$ cat src/nand_host_map.svh
`ifndef NAND_HOST_MAP_SVH
`define NAND_HOST_MAP_SVH

// ==========================================================
// Command codes
`define CMD_READ_SETUP   8'h00
`define CMD_READ_START   8'h30
`define CMD_COL_SETUP    8'h05
`define CMD_COL_START    8'he0
`define CMD_PROG_SETUP   8'h80
`define CMD_PROG_START   8'h10
`define CMD_ERASE_SETUP  8'h60
`define CMD_ERASE_START  8'hd0
`define CMD_STATUS       8'h70
`define CMD_ID           8'h90
`define CMD_RESET        8'hff

// ==========================================================
// Geometry
`define PAGE_BYTES       2112
`define MAIN_BYTES       2048
`define SPARE_BYTES      64
`define PAGES_PER_BLOCK  64
`define BLOCK_COUNT      2048
`define COL_W            12
`define ROW_W            17
`define PAGE_IDX_W       6
`define ADDR_CYCLES_FULL 5
`define ADDR_CYCLES_COL  2
`define ADDR_CYCLES_ROW  3
`define ADDR_FIRST_ROW   2
`define ADDR_IDX_ID      5

// ==========================================================
// Timing
`define CLK_NS           10
`define T_RP_NS          35
`define T_RHW_NS         30
`define T_WB_NS          200
`define T_RR_NS          20
`define STROBE_LOW_CYC   ((`T_RP_NS + `CLK_NS - 1) / `CLK_NS)
`define STROBE_HIGH_CYC  ((`T_RHW_NS + `CLK_NS - 1) / `CLK_NS)
`define WB_CYC           ((`T_WB_NS + `CLK_NS - 1) / `CLK_NS)
`define RR_CYC           ((`T_RR_NS + `CLK_NS - 1) / `CLK_NS)

`endif

$ cat src/nand_host_pkg.sv
package nand_host_pkg;

  // ==========================================================
  // Operations offered on the user port
  typedef enum logic [2:0] {
    OP_READ   = 3'h0,
    OP_COLCHG = 3'h1,
    OP_PROG   = 3'h2,
    OP_ERASE  = 3'h3,
    OP_STATUS = 3'h4,
    OP_ID     = 3'h5,
    OP_RESET  = 3'h6
  } op_t;

  typedef struct packed {
    op_t          op;
    logic [16:0]  row_bits;
    logic [11:0]  column_bits;
    logic [11:0]  len;
  } req_t;

  typedef struct packed {
    logic       chip_select_n;
    logic       command_latch_en;
    logic       address_latch_en;
    logic       write_strobe_n;
    logic       output_strobe_n;
    logic       protect_n;
    logic       io_oe;
    logic [7:0] io_out;
  } pins_t;

  // ==========================================================
  // Sequencer states
  typedef enum logic [7:0] {
    ST_IDLE = 8'h01,
    ST_CMD1 = 8'h02,
    ST_ADDR = 8'h04,
    ST_DIN  = 8'h08,
    ST_CMD2 = 8'h10,
    ST_WAIT = 8'h20,
    ST_DOUT = 8'h40,
    ST_DONE = 8'h80
  } state_t;

endpackage : nand_host_pkg

$ cat src/nand_host.sv
`timescale 1ns/1ns
`include "nand_host_map.svh"
// Notes on behaviour
// - busy_flag_n is open drain; system pull-up makes ready read high.
// - Address cycle 1 column bits 0-7; cycle 2 bits 8-11, upper lines low.
// - Cycles 3,4 row bits 0-15; cycle 5 row bit 16, other lines low.
// - Write strobe rise latches command, address or data by the latch enables.
// - Read is 00h, full address, then 30h.
// - 05h, new column, e0h during output resumes output at new column.
// - Program is 80, address, data bytes, then 10h.
// - Erase is 60h, address, then d0; erase starts on confirm strobe.
module nand_host #(
  parameter int DATA_W = 8
) (
  input  wire logic                  clock,
  input  wire logic                  rst_n,
  input  wire nand_host_pkg::req_t   req,
  input  wire logic                  req_valid,
  output logic                       req_ready,
  input  wire logic [DATA_W-1:0]     din_data,
  input  wire logic                  din_valid,
  output logic                       din_ready,
  output logic [DATA_W-1:0]          dout_data,
  output logic                       dout_valid,
  input  wire logic                  dout_ready,
  output logic                       done,
  output nand_host_pkg::pins_t       pins,
  input  wire logic [7:0]            io_in,
  input  wire logic                  busy_flag_n
);

  localparam logic [2:0] LOW_CYC  = 3'(`STROBE_LOW_CYC);
  localparam logic [2:0] LAST_PH  = 3'(`STROBE_LOW_CYC + `STROBE_HIGH_CYC - 1);
  localparam logic [5:0] WB_CYC   = 6'(`WB_CYC);
  localparam logic [5:0] READY_AT = 6'(`WB_CYC + `RR_CYC);

  nand_host_pkg::state_t state_reg;
  nand_host_pkg::req_t   req_reg;
  nand_host_pkg::pins_t  pins_reg;
  logic [2:0]            phase_reg;
  logic [2:0]            aidx_reg;
  logic [2:0]            acnt_reg;
  logic [11:0]           bcnt_reg;
  logic [5:0]            wait_reg;
  logic                  loaded_reg;
  logic [7:0]            wbyte_reg;
  logic                  din_ready_reg;
  logic                  req_ready_reg;
  logic                  done_reg;
  logic [DATA_W-1:0]     out_data_reg;
  logic                  out_valid_reg;
  logic [DATA_W-1:0]     spare_data_reg;
  logic                  spare_valid_reg;
  logic                  go;
  logic                  xfer_end;
  logic                  sample;
  logic                  room;

  // ==========================================================
  // Decoding helpers
  function automatic logic [7:0] first_cmd(input nand_host_pkg::op_t op);
    case (op)
      nand_host_pkg::OP_READ:   first_cmd = `CMD_READ_SETUP;
      nand_host_pkg::OP_COLCHG: first_cmd = `CMD_COL_SETUP;
      nand_host_pkg::OP_PROG:   first_cmd = `CMD_PROG_SETUP;
      nand_host_pkg::OP_ERASE:  first_cmd = `CMD_ERASE_SETUP;
      nand_host_pkg::OP_STATUS: first_cmd = `CMD_STATUS;
      nand_host_pkg::OP_ID:     first_cmd = `CMD_ID;
      default:                  first_cmd = `CMD_RESET;
    endcase
  endfunction : first_cmd

  function automatic logic [7:0] second_cmd(input nand_host_pkg::op_t op);
    case (op)
      nand_host_pkg::OP_READ:   second_cmd = `CMD_READ_START;
      nand_host_pkg::OP_COLCHG: second_cmd = `CMD_COL_START;
      nand_host_pkg::OP_PROG:   second_cmd = `CMD_PROG_START;
      default:                  second_cmd = `CMD_ERASE_START;
    endcase
  endfunction : second_cmd

  function automatic logic [2:0] addr_cycles(input nand_host_pkg::op_t op);
    case (op)
      nand_host_pkg::OP_READ,
      nand_host_pkg::OP_PROG:   addr_cycles = 3'(`ADDR_CYCLES_FULL);
      nand_host_pkg::OP_COLCHG: addr_cycles = 3'(`ADDR_CYCLES_COL);
      nand_host_pkg::OP_ERASE:  addr_cycles = 3'(`ADDR_CYCLES_ROW);
      nand_host_pkg::OP_ID:     addr_cycles = 3'h1;
      default:                  addr_cycles = 3'h0;
    endcase
  endfunction : addr_cycles

  function automatic logic [2:0] addr_first(input nand_host_pkg::op_t op);
    case (op)
      nand_host_pkg::OP_ERASE: addr_first = 3'(`ADDR_FIRST_ROW); // Block erase sends row only
      nand_host_pkg::OP_ID:    addr_first = 3'(`ADDR_IDX_ID);
      default:                 addr_first = 3'h0;
    endcase
  endfunction : addr_first

  function automatic logic [7:0] addr_byte(input logic [2:0] i, input nand_host_pkg::req_t r);
    case (i)
      3'h0:    addr_byte = r.column_bits[7:0];
      3'h1:    addr_byte = {4'h0, r.column_bits[11:8]};
      3'h2:    addr_byte = r.row_bits[7:0];
      3'h3:    addr_byte = r.row_bits[15:8];
      3'h4:    addr_byte = {7'h00, r.row_bits[16]};
      default: addr_byte = 8'h00;
    endcase
  endfunction : addr_byte

  function automatic logic reads_back(input nand_host_pkg::op_t op);
    reads_back = (op == nand_host_pkg::OP_READ) || (op == nand_host_pkg::OP_COLCHG) ||
                 (op == nand_host_pkg::OP_STATUS) || (op == nand_host_pkg::OP_ID);
  endfunction : reads_back

  // ==========================================================
  // Strobe phase
  // A data write cycle waits at phase 0 for its byte, a read cycle for buffer room
  assign room     = !spare_valid_reg;
  assign go       = (phase_reg != 3'h0) ||
                    (state_reg == nand_host_pkg::ST_DIN  ? loaded_reg :
                     state_reg == nand_host_pkg::ST_DOUT ? room : 1'b1);
  assign xfer_end = (phase_reg == LAST_PH);
  assign sample   = (state_reg == nand_host_pkg::ST_DOUT) && (phase_reg == LOW_CYC);

  always_ff @(posedge clock) begin
    if (!rst_n) begin
      phase_reg <= 3'h0;
    end else if (state_reg == nand_host_pkg::ST_IDLE || state_reg == nand_host_pkg::ST_WAIT ||
                 state_reg == nand_host_pkg::ST_DONE || xfer_end) begin
      phase_reg <= 3'h0;
    end else if (go) begin
      phase_reg <= phase_reg + 3'h1;
    end
  end

  // ==========================================================
  // Sequencer
  always_ff @(posedge clock) begin
    if (!rst_n) begin
      state_reg <= nand_host_pkg::ST_IDLE;
      req_reg   <= '0;
      aidx_reg  <= 3'h0;
      acnt_reg  <= 3'h0;
      bcnt_reg  <= 12'h000;
      wait_reg  <= 6'h00;
    end else begin
      case (state_reg)
        nand_host_pkg::ST_IDLE: begin
          if (req_valid && req_ready_reg) begin
            req_reg   <= req;
            aidx_reg  <= addr_first(req.op);
            acnt_reg  <= addr_cycles(req.op);
            bcnt_reg  <= req.len;
            state_reg <= nand_host_pkg::ST_CMD1;
          end
        end
        nand_host_pkg::ST_CMD1: begin
          wait_reg <= 6'h00;
          if (xfer_end) begin
            state_reg <= (acnt_reg != 3'h0) ? nand_host_pkg::ST_ADDR : nand_host_pkg::ST_WAIT;
          end
        end
        nand_host_pkg::ST_ADDR: begin
          wait_reg <= 6'h00;
          if (xfer_end) begin
            aidx_reg <= aidx_reg + 3'h1;
            acnt_reg <= acnt_reg - 3'h1;
            if (acnt_reg == 3'h1) begin
              case (req_reg.op)
                nand_host_pkg::OP_PROG: state_reg <= (req_reg.len == 12'h000) ?
                                                     nand_host_pkg::ST_CMD2 : nand_host_pkg::ST_DIN;
                nand_host_pkg::OP_ID:   state_reg <= nand_host_pkg::ST_WAIT;
                default:                state_reg <= nand_host_pkg::ST_CMD2;
              endcase
            end
          end
        end
        nand_host_pkg::ST_DIN: begin
          if (xfer_end) begin
            bcnt_reg <= bcnt_reg - 12'h001;
            if (bcnt_reg == 12'h001) begin
              state_reg <= nand_host_pkg::ST_CMD2;
            end
          end
        end
        nand_host_pkg::ST_CMD2: begin
          wait_reg <= 6'h00;
          if (xfer_end) begin
            state_reg <= nand_host_pkg::ST_WAIT;
          end
        end
        nand_host_pkg::ST_WAIT: begin
          // Skip tWB before trusting the busy line, then hold off tRR after ready
          if (wait_reg < WB_CYC || busy_flag_n) begin
            wait_reg <= wait_reg + 6'h01;
          end
          if (wait_reg == READY_AT) begin
            bcnt_reg  <= req_reg.len;
            state_reg <= (reads_back(req_reg.op) && req_reg.len != 12'h000) ?
                         nand_host_pkg::ST_DOUT : nand_host_pkg::ST_DONE;
          end
        end
        nand_host_pkg::ST_DOUT: begin
          if (xfer_end) begin
            bcnt_reg <= bcnt_reg - 12'h001;
            if (bcnt_reg == 12'h001) begin
              state_reg <= nand_host_pkg::ST_DONE;
            end
          end
        end
        nand_host_pkg::ST_DONE: begin
          state_reg <= nand_host_pkg::ST_IDLE;
        end
        default: begin
          state_reg <= nand_host_pkg::ST_IDLE;
        end
      endcase
    end
  end

  // ==========================================================
  // Write data intake
  always_ff @(posedge clock) begin
    if (!rst_n) begin
      loaded_reg    <= 1'b0;
      wbyte_reg     <= 8'h00;
      din_ready_reg <= 1'b0;
    end else begin
      if (din_valid && din_ready_reg) begin
        loaded_reg <= 1'b1;
        wbyte_reg  <= din_data[7:0];
      end else if (state_reg == nand_host_pkg::ST_DIN && xfer_end) begin
        loaded_reg <= 1'b0;
      end
      din_ready_reg <= (state_reg == nand_host_pkg::ST_DIN) && !loaded_reg &&
                       !(din_valid && din_ready_reg);
    end
  end

  // ==========================================================
  // Pin drive
  // Pins are registered, so each lags the phase by one edge; hold times come from the high phase
  always_ff @(posedge clock) begin
    if (!rst_n) begin
      pins_reg               <= '0;
      pins_reg.chip_select_n <= 1'b1;
      pins_reg.write_strobe_n  <= 1'b1;
      pins_reg.output_strobe_n <= 1'b1;
    end else begin
      // Select held through the busy wait so standby never starts mid operation
      pins_reg.chip_select_n    <= (state_reg == nand_host_pkg::ST_IDLE) ||
                                   (state_reg == nand_host_pkg::ST_DONE);
      pins_reg.command_latch_en <= (state_reg == nand_host_pkg::ST_CMD1) ||
                                   (state_reg == nand_host_pkg::ST_CMD2);
      pins_reg.address_latch_en <= (state_reg == nand_host_pkg::ST_ADDR);
      pins_reg.write_strobe_n   <= !(go && phase_reg < LOW_CYC &&
                                     (state_reg == nand_host_pkg::ST_CMD1 ||
                                      state_reg == nand_host_pkg::ST_ADDR ||
                                      state_reg == nand_host_pkg::ST_DIN  ||
                                      state_reg == nand_host_pkg::ST_CMD2));
      pins_reg.output_strobe_n  <= !(go && phase_reg < LOW_CYC &&
                                     state_reg == nand_host_pkg::ST_DOUT);
      // Protect released only for program and erase, so stray cycles cannot alter the array
      pins_reg.protect_n        <= (state_reg != nand_host_pkg::ST_IDLE) &&
                                   (req_reg.op == nand_host_pkg::OP_PROG ||
                                    req_reg.op == nand_host_pkg::OP_ERASE);
      pins_reg.io_oe            <= (state_reg == nand_host_pkg::ST_CMD1) ||
                                   (state_reg == nand_host_pkg::ST_ADDR) ||
                                   (state_reg == nand_host_pkg::ST_DIN)  ||
                                   (state_reg == nand_host_pkg::ST_CMD2);
      case (state_reg)
        nand_host_pkg::ST_CMD1: pins_reg.io_out <= first_cmd(req_reg.op);
        nand_host_pkg::ST_ADDR: pins_reg.io_out <= addr_byte(aidx_reg, req_reg);
        nand_host_pkg::ST_DIN:  pins_reg.io_out <= wbyte_reg;
        nand_host_pkg::ST_CMD2: pins_reg.io_out <= second_cmd(req_reg.op);
        default:                pins_reg.io_out <= 8'h00;
      endcase
    end
  end

  // ==========================================================
  // Two-entry read buffer
  // Second slot absorbs the byte in flight when the user stalls
  always_ff @(posedge clock) begin
    if (!rst_n) begin
      out_valid_reg   <= 1'b0;
      out_data_reg    <= '0;
      spare_valid_reg <= 1'b0;
      spare_data_reg  <= '0;
    end else begin
      if (!out_valid_reg || dout_ready) begin
        if (spare_valid_reg) begin
          out_data_reg    <= spare_data_reg;
          out_valid_reg   <= 1'b1;
          spare_valid_reg <= sample;
          spare_data_reg  <= DATA_W'(io_in);
        end else begin
          out_valid_reg <= sample;
          out_data_reg  <= DATA_W'(io_in);
        end
      end else if (sample) begin
        spare_valid_reg <= 1'b1;
        spare_data_reg  <= DATA_W'(io_in);
      end
    end
  end

  // ==========================================================
  // User handshakes
  always_ff @(posedge clock) begin
    if (!rst_n) begin
      req_ready_reg <= 1'b0;
      done_reg      <= 1'b0;
    end else begin
      req_ready_reg <= (state_reg == nand_host_pkg::ST_IDLE) && !(req_valid && req_ready_reg);
      done_reg      <= (state_reg == nand_host_pkg::ST_DONE);
    end
  end

  assign req_ready  = req_ready_reg;
  assign din_ready  = din_ready_reg;
  assign dout_data  = out_data_reg;
  assign dout_valid = out_valid_reg;
  assign done       = done_reg;
  assign pins       = pins_reg;

endmodule : nand_host

$ cat config.mk
export PLATFORM = sky130hd
export DESIGN_NAME = nand_host
export DESIGN_NICKNAME = d
export VERILOG_FILES = /design/src/nand_host_pkg.sv /design/src/nand_host.sv
export VERILOG_INCLUDE_DIRS = /design/src /design/src/src
export SDC_FILE = /design/constraint.sdc
export NUM_CORES = 1
export LEC_CHECK = 0
export BUFFER_PORTS_ARGS = -buffer_cell sky130_fd_sc_hd__buf_2
export CORE_AREA = 2 2 107 109
export CTS_BUF_LIST = sky130_fd_sc_hd__clkbuf_8
export DETAILED_ROUTE_END_ITERATION = 6
export DIE_AREA = 0 0 109 111
export PLACE_DENSITY_LB_ADDON = 0.05
export RECOVER_POWER = 25
export SLEW_MARGIN = 20
export SYNTH_ARGS = -nofsm -noshare
export SYNTH_HDL_FRONTEND = slang
export SYNTH_SLANG_ARGS = --single-unit
$ cat constraint.sdc
create_clock -name clock -period 2.75 [get_ports clock]
set_input_delay 0.275 -clock clock [delete_from_list [all_inputs] [get_ports clock]]
set_output_delay 0.275 -clock clock [all_outputs]
set_load 0.1 [all_outputs]
* Word level (Yosys, flattened, before mapping) *
Cells that the tools add are included.
Widths: inputs -> output; s select.

word-level totals
  input port bits = 66
  output and inout bits = 27
  logic and storage cells = 176
  flip-flop bits (word level) = 124

operators by class
  bitwise operators = 1
  $add $sub $neg = 5
  magnitude comparators = 2
  mux-type cells = 45
  equality and inequality tests = 40
  reduce and logical (&&, ||, !) cells = 56

operators by type and width
  cell                   number
  $mux 8                 15
  $pmux 8 s7             1
  $pmux 8 s6             1
  $pmux 8 s5             1
  $mux 12                3
  $pmux 12 s3            1
  $pmux 8 s4             1
  $pmux 6 s2             2
  $pmux 8 s3             1
  $eq 3x2->1 const B     6
  $eq 3x3->1 const B     6
  $ne 2x2->1 const B     9
  $pmux 3 s2             3
  $logic_or 1x1->1       15
  $eq 12x1->1 const B    1
  $eq 3x1->1 const B     4
  $logic_and 1x1->1      12
  $logic_not 12->1       1
  $mux 3                 4
  $mux 6                 2
  $pmux 3 s4             1
  $reduce_bool 12->1     1
  $sub 12x1->12 const B  1
  $reduce_and 10->1      1
  28 further kinds       56

* Depth between registers and ports, before layout *
Gate-level depths: netlist of run 1.

  depth in word-level cells = 8
  mapped depth = 8
  mapped depth without buffers = 7

* Worst setup path after synthesis of run 1 *
No wires, ideal clock.

  path kind = flip-flop to flip-flop
  start point = register req_ready_reg (netlist: req_ready)
  end point = register bcnt_reg[0]
  stages on the path, launching flop included = 7
  period minus slack after synthesis = 2.489 ns
  required time = 2.634 ns
  library setup time = 0.116 ns
  path buffers = 1
  data arrival time = 2.373 ns
  path slack = 0.261 ns
  path through = dfxtp_1 > nand2_1 > nand4_1 > a21bo_2 > buf_2 > or3_1 > o211a_1

between the ends
  cells in the longest elaborated chain, start to end = 3

ends and longest elaborated chain
  element                     RTL line          text
  start: declaration          nand_host.sv:48   logic req_ready_reg;
  start signal: assignment    nand_host.sv:317  req_ready_reg <= (state_reg == nand_host_pkg::ST_IDLE) && !(req_valid && req_ready_reg);
  $logic_and 1x1->1           nand_host.sv:151  if (req_valid && req_ready_reg) begin
  $ne 2x1->1 (no line)        --
  $reduce_and 4->1 (no line)  --
  end signal: assignment      nand_host.sv:155  bcnt_reg <= req.len;
  end signal: assignment      nand_host.sv:182  bcnt_reg <= bcnt_reg - 12'h001;
  end signal: assignment      nand_host.sv:200  bcnt_reg <= req_reg.len;
  end: declaration            nand_host.sv:43   logic [11:0] bcnt_reg;

No other way between the ends.
A chain may end at the register's enable or synchronous reset.

* Worst setup path after layout of run 1 *
  start point = register state_reg[4]
  end point = register bcnt_reg[8]

between the ends
  cells in the longest elaborated chain, start to end = 4
  elaborated cells on any way between the ends = 11
  classes of those cells = 7 x eq/ne; 1 x mux; 3 x reduce/logical

ends and longest elaborated chain
  element                                                           RTL line          text
  start: declaration                                                nand_host.sv:37   nand_host_pkg::state_t state_reg;
  start signal: assignment                                          nand_host.sv:142  state_reg <= nand_host_pkg::ST_IDLE;
  start signal: assignment                                          nand_host.sv:156  state_reg <= nand_host_pkg::ST_CMD1;
  start signal: assignment                                          nand_host.sv:162  state_reg <= (acnt_reg != 3'h0) ? nand_host_pkg::ST_ADDR : nand_host_pkg::ST_WAIT;
  $eq 8x4->1 / $eq 8x7->1 (equally long branches)                   nand_host.sv:149  case (state_reg)
  $reduce_or 2->1 (no line)                                         --
  $ne 2x1->1 (no line) / $reduce_bool 3->1 (equally long branches)  --
  $reduce_and 4->1 (no line)                                        --

Several ways; a longest one is shown, not always the timed one.

==> results.json, run 1 <==
{
  "hold_buffers": 0,
  "slew_headroom": 0.224,
  "synth.distinct_cells": 65,
  "antenna_left": 0,
  "place_area_sq_mm": 0.00641,
  "ys.flop_type": "dfxtp_1",
  "route.detailed.drc": 0,
  "setup_slack_ps": 300,
  "cts_resized": 0,
  "hold_path_class": "in -> reg",
  "drtIter0Drc": 380,
  "clk_latency_ps": 440,
  "leakagePower_nw": 2.52,
  "clkTransAtPathRegs_ps": 70,
  "cp-end-kind": "flop",
  "rsz0062_at_grt": "no",
  "tightest_slew_ps": 1170,
  "fp.dieArea_sq_mm": 0.0121,
  "fp.dieW_um": 109,
  "fp.dieH_um": 111,
  "grt_remaining_overflow": 0,
  "startpoint_type": "flop",
  "final_area_sq_mm": 0.00670,
  "seq_area_frac_synth": 0.423,
  "vias_per_cell": 5.82,
  "ctsLongestPathBuffers": 2,
  "grt_usage": 0.250,
  "critPathMaxFanout": 10,
  "portBuffers": 92,
  "grt_pass1_vias": 5028,
  "synth_top_area_frac": 0.423,
  "cts_tree": "built",
  "routed_wl_um": 14600,
  "fin_crit_ps": 2450,
  "nets": 875,
  "hpwlAfterDp_um": 10300,
  "synth_edf_count": 0,
  "synthToLayoutAreaGrowth_pct": 14.2,
  "initial_utilization": 0.530,
  "antenna_found_initial": 0,
  "worstPathRequired_ps": 3030,
  "fin_crit_sh": 0.891,
  "outcome": "complete, no violations",
  "crit_type": "reg -> reg",
  "synthTopCellsByArea": "dfxtp_1 (42%), nand2_1 (9.2%), a21oi_1 (6.4%), ha_1 (3.2%), o21ai_0 (2.6%)",
  "grt_pass1_wl_um": 24000,
  "syn-num-nets": 798,
  "yosysWarnings": 0,
  "cap_violations": 0,
  "post-cts-setup-buffers": 0,
  "largest_reg_flops": 44,
  "setup_tns_ps": 0,
  "setup_viol": 0,
  "gp_congestion": 0.904,
  "fin_skew_ps": 6.63,
  "pre_cts_ws_ps": 337,
  "numCtsBuffers": 17,
  "vias": 5501,
  "drt_first_pass_iters": 6,
  "worstPathArrival_ps": 2730,
  "fmax_mhz": 408,
  "grt_max_degree": 47,
  "power_density_mw_per_mm2": 644,
  "core_area_sq_mm": 0.0111,
  "synthArstFlopShare": 0,
  "ys_ff_latch": 124,
  "rows": 39,
  "wl_per_cell_um": 15.4,
  "cts-root-buf": "clkbuf_8",
  "cts.sinks": 124,
  "finalHoldViolCount": 0,
  "io_pins": 93,
  "ir_drop_v": 0.000400,
  "syn_area_sq_mm": 0.00587,
  "layout-drive-gt1-share": 0.158,
  "synth_cells": 717,
  "avgSynthCellArea_sq_um": 8.19,
  "yosysTopAreaCell": "dfxtp_1",
  "report.final.slew_viol_count": 0,
  "n_antenna_cell": 0,
  "cts_htree_levels": 4
}
==> synthesized netlist by cell type (3+ instances only) <==
cell,n
a211oi_1,17
a21oi_1,75
a221oi_1,10
a222oi_1,11
a31oi_1,6
and2_1,4
and3_1,7
and4b_1,3
buf_1,3
buf_2,4
buf_6,3
clkbuf_1,39
dfxtp_1,124
ha_1,15
inv_1,17
mux2i_1,12
nand2_1,144
nand2b_1,12
nand3_1,15
nand4_1,5
nand4b_1,3
nor2_1,39
nor2b_1,9
nor3_1,10
nor4_1,12
o21ai_0,30
o22ai_1,8
o311ai_0,4
o31ai_1,9
or3_1,8
or4_1,7
xnor2_1,6
xor2_1,4
==> through the flow <==
| step | power [W] | std cells | hold slack (ps) | utilization |
|---|---|---|---|---|
| 6_report | 0.00432 | 945 | 64.8 | 0.605 |
| 5_1_grt | 0.00454 | 945 | 61.8 | 0.605 |
| 4_1_cts | 0.00435 | 945 | 46.9 | 0.607 |
| 3_5_place_dp | 0.00301 | 918 | 445 | 0.579 |
| 3_3_place_gp | 0.00299 | 918 | 440 | 0.579 |
| 2_1_floorplan | 0.00276 | 717 | 411 | - |
==> critical path, cell delays in order, from the launching register on <==
cell	delay, ps
dfxtp_1	390
or4_4	620
nor3_4	290
nor3_2	150
nor3_1	670
o22ai_1	160
==> layer usage <==
metal  part of all wire  global-route usage  up-vias
li1                   -                   -     2732
met1               0.46               0.345     2538
met2               0.46               0.377      201
met3              0.059              0.0506       30
met4              0.024               0.109        0
met5                  0                   0        -
==> where the power goes <==
group	internal (W)	switching (W)
clock	0.000677	0.000658
combinational	0.000339	0.000601
sequential	0.00192	0.000121
==> area by class of cell <==
type                            instances  area (sq um)
Fill cell                            1027          4380
Inverter                               17          63.8
Clock inverter                          6          26.3
Timing Repair Buffer                  107           544
Tap cell                              143           179
Sequential cell                       124          2480
Multi-Input combinational cell        527          3120
Clock buffer                           21           289
==> cell families (layout without fill, tap and decap cells) <==
group                    count (synthesis)  count (layout)  share of synthesized area
buffers and inverters                   66             151                     0.0469
adder cells (fa/ha/maj)                 15              15                     0.0320
AO/OA/AOI/OAI                          193             193                      0.211
multiplexers                            12              12                     0.0205
XOR/XNOR                                10              10                     0.0149
flip-flops                             124             124                      0.423
AND/OR/NAND/NOR                        297             297                      0.252
==> path summary, 6_finish.rpt <==
path,start,endpoint,slack [ps],depth (start not counted)
worst max-delay path,state_reg[4]$_SDFFE_PN0P_,bcnt_reg[8]$_SDFFE_PN0P_,300,5
worst min-delay path,din_data[1],wbyte_reg[1]$_SDFFE_PN0P_,60,3
worst max register to register,state_reg[4]$_SDFFE_PN0P_,bcnt_reg[8]$_SDFFE_PN0P_,300,5
worst min register to register,req_reg[32]$_SDFFE_PN0P_,req_reg[32]$_SDFFE_PN0P_,460,2
==> cells in the final DEF (no fill, tap or decap), drive strengths merged, types with 15 or more instances in the layout <==
| master | instances |
|---|---|
| nand2 | 144 |
| dfxtp | 124 |
| buf | 86 |
| a21oi | 75 |
| clkbuf | 42 |
| nor2 | 39 |
| o21ai | 33 |
| inv | 20 |
| a211oi | 17 |
| nand3 | 15 |
| ha | 15 |
| nor4 | 15 |
(Power assumes the default switching activity.)
==> run 2: changes to the inputs <==
- GPL_TIMING_DRIVEN: not set -> 0
==> run 2 against run 1 <==
Cell area up 2.7%; final cell count up 3.9%; non-clock buffer count up 33; count of clock-buffer cells in the layout unchanged; maximum frequency down 6.1%; via count up 3.4%; worst hold slack about the same; sequential share of layout area down 0.98 points; first-iteration DRC count up 1.6%; register-to-register slack worse by 160 ps; setup slack worse by 160 ps; power up 6.5%.
==> results.json, run 2 (synthesized netlist as in run 1, its figures left out) <==
{
  "grt_max_degree": 17,
  "vias": 5687,
  "leakagePower_nw": 2.56,
  "setup_tns_ps": 0,
  "ir_drop_v": 0.000492,
  "setup_slack_ps": 140,
  "portBuffers": 91,
  "cts.sinks": 124,
  "fp.dieH_um": 111,
  "cts-root-buf": "clkbuf_8",
  "worstPathArrival_ps": 2910,
  "slew_headroom": 0.219,
  "post-cts-setup-buffers": 0,
  "grt_usage": 0.275,
  "cp-end-kind": "flop",
  "drtIter0Drc": 386,
  "route.detailed.drc": 0,
  "fp.dieArea_sq_mm": 0.0121,
  "clkTransAtPathRegs_ps": 70,
  "p_switching_w": 0.00145,
  "io_pins": 93,
  "core_area_sq_mm": 0.0111,
  "fill_cells": 1036,
  "vias_per_cell": 5.79,
  "grt_pass1_wl_um": 26000,
  "final_common_cell": "nand2_1",
  "fmax_mhz": 383,
  "wl_per_cell_um": 16.1,
  "ctsLongestPathBuffers": 2,
  "switching_share": 0.315,
  "gp_congestion": 0.935,
  "pre_cts_ws_ps": 97.9,
  "grt_remaining_overflow": 0,
  "fin_skew_ps": 11.9,
  "rows": 39,
  "cts_htree_levels": 4,
  "nets": 908,
  "antenna_found_initial": 1,
  "fp.dieW_um": 109,
  "seqPwrFrac": 0.443,
  "antenna_left": 0,
  "hpwlAfterDp_um": 11500,
  "startpoint_type": "flop",
  "numCtsBuffers": 17,
  "grt_pass1_vias": 5386,
  "layout-drive-gt1-share": 0.147,
  "outcome": "complete, no violations",
  "largest_reg_flops": 44,
  "combPwrFrac": 0.213,
  "fin_crit_ps": 2610,
  "worstPathRequired_ps": 3050,
  "clock_power_share": 0.344,
  "tightest_slew_ps": 1180,
  "clk_latency_ps": 450,
  "crit_type": "reg -> reg",
  "finalHoldViolCount": 0,
  "cap_violations": 0,
  "n_antenna_cell": 0,
  "synthToLayoutAreaGrowth_pct": 17.3,
  "initial_utilization": 0.530,
  "final_cell_mix": "nand2_1 (144), dfxtp_1 (124), a21oi_1 (75), buf_2 (74), clkbuf_1 (61)",
  "p_int_w": 0.00315,
  "setup_viol": 0,
  "routed_wl_um": 15800,
  "critPathMaxFanout": 10,
  "hold_path_class": "in -> reg",
  "rsz0062_at_grt": "no",
  "report.final.slew_viol_count": 0,
  "power_density_mw_per_mm2": 668,
  "cts_tree": "built",
  "drt_first_pass_iters": 6,
  "fin_crit_sh": 0.949
}
## run 2: cell types whose count changed in the layout (fill, tap and decap cells not counted), sizes merged
cell,previous run,this run
clkbuf,42,82
buf,86,79
bufinv,0,2
clkinv,3,4
clkinvlp,0,1
## run 2: worst paths after layout
check / startpoint / to / slack [ps] / cells past startpoint
setup reg to reg: state_reg[4]$_SDFFE_PN0P_ / aidx_reg[1]$_SDFFE_PN0P_ / 140 / 8
setup / recovery: state_reg[4]$_SDFFE_PN0P_ / aidx_reg[1]$_SDFFE_PN0P_ / 140 / 8
hold reg to reg: req_reg[34]$_SDFFE_PN0P_ / req_reg[34]$_SDFFE_PN0P_ / 450 / 2
hold / removal: req[34] / req_reg[34]$_SDFFE_PN0P_ / 60 / 3
## run 2: power by group through the flow
stage	Clock, W	Sequential, W	Combinational (W)
finish	0.00158	0.00204	0.000979
global route	0.00170	0.00205	0.00109
CTS	0.00161	0.00203	0.000965
detailed placement	0	0.00207	0.000959
global placement	0	0.00207	0.000940
floorplan	0	0.00214	0.000621
## run 2: worst max-delay path, stage by stage, from the launching register on
cell      delay (ps)
dfxtp_1          310
buf_6            130
or4_4            500
buf_6            160
nor4_4           660
a21oi_1          110
clkbuf_1         250
a211oi_1         270
a211oi_1          80
## run 2: layout make-up
class | count | area [sq um] | share of cell area
multi-input cells | 527 | 3130 | 0.455
clock buffers | 21 | 289 | 0.0420
well taps | 143 | 179 | 0.0260
flip-flops and latches | 124 | 2480 | 0.361
repair buffers | 91 | 429 | 0.0624
inverters | 17 | 63.8 | 0.00927
clock inverters | 10 | 98.8 | 0.0144
plain buffers | 49 | 211 | 0.0307
## run 2: through the flow
step	cells	hold slack, ps	cell area [sq um]	utilization	total power (W)
final	982	64.8	6880	0.621	0.00460
after global routing	982	54.6	6880	0.621	0.00484
after CTS	982	44.8	6890	0.622	0.00460
after detailed placement	951	447	6500	0.587	0.00303
after global placement	951	438	6500	0.587	0.00301
after floorplan	717	411	5870	-	0.00276
## run 2: timing repair
action	4_1_cts	5_1_grt
gates resized for setup	0	3
hold buffers	0	0
setup endpoints to repair	0	13
## run 2: routing by layer
| metal | GRT usage | share of wire |
|---|---|---|
| met5 | 0 | 0 |
| met4 | 0.100 | 0.021 |
| met3 | 0.0623 | 0.063 |
| met2 | 0.439 | 0.47 |
| met1 | 0.361 | 0.45 |
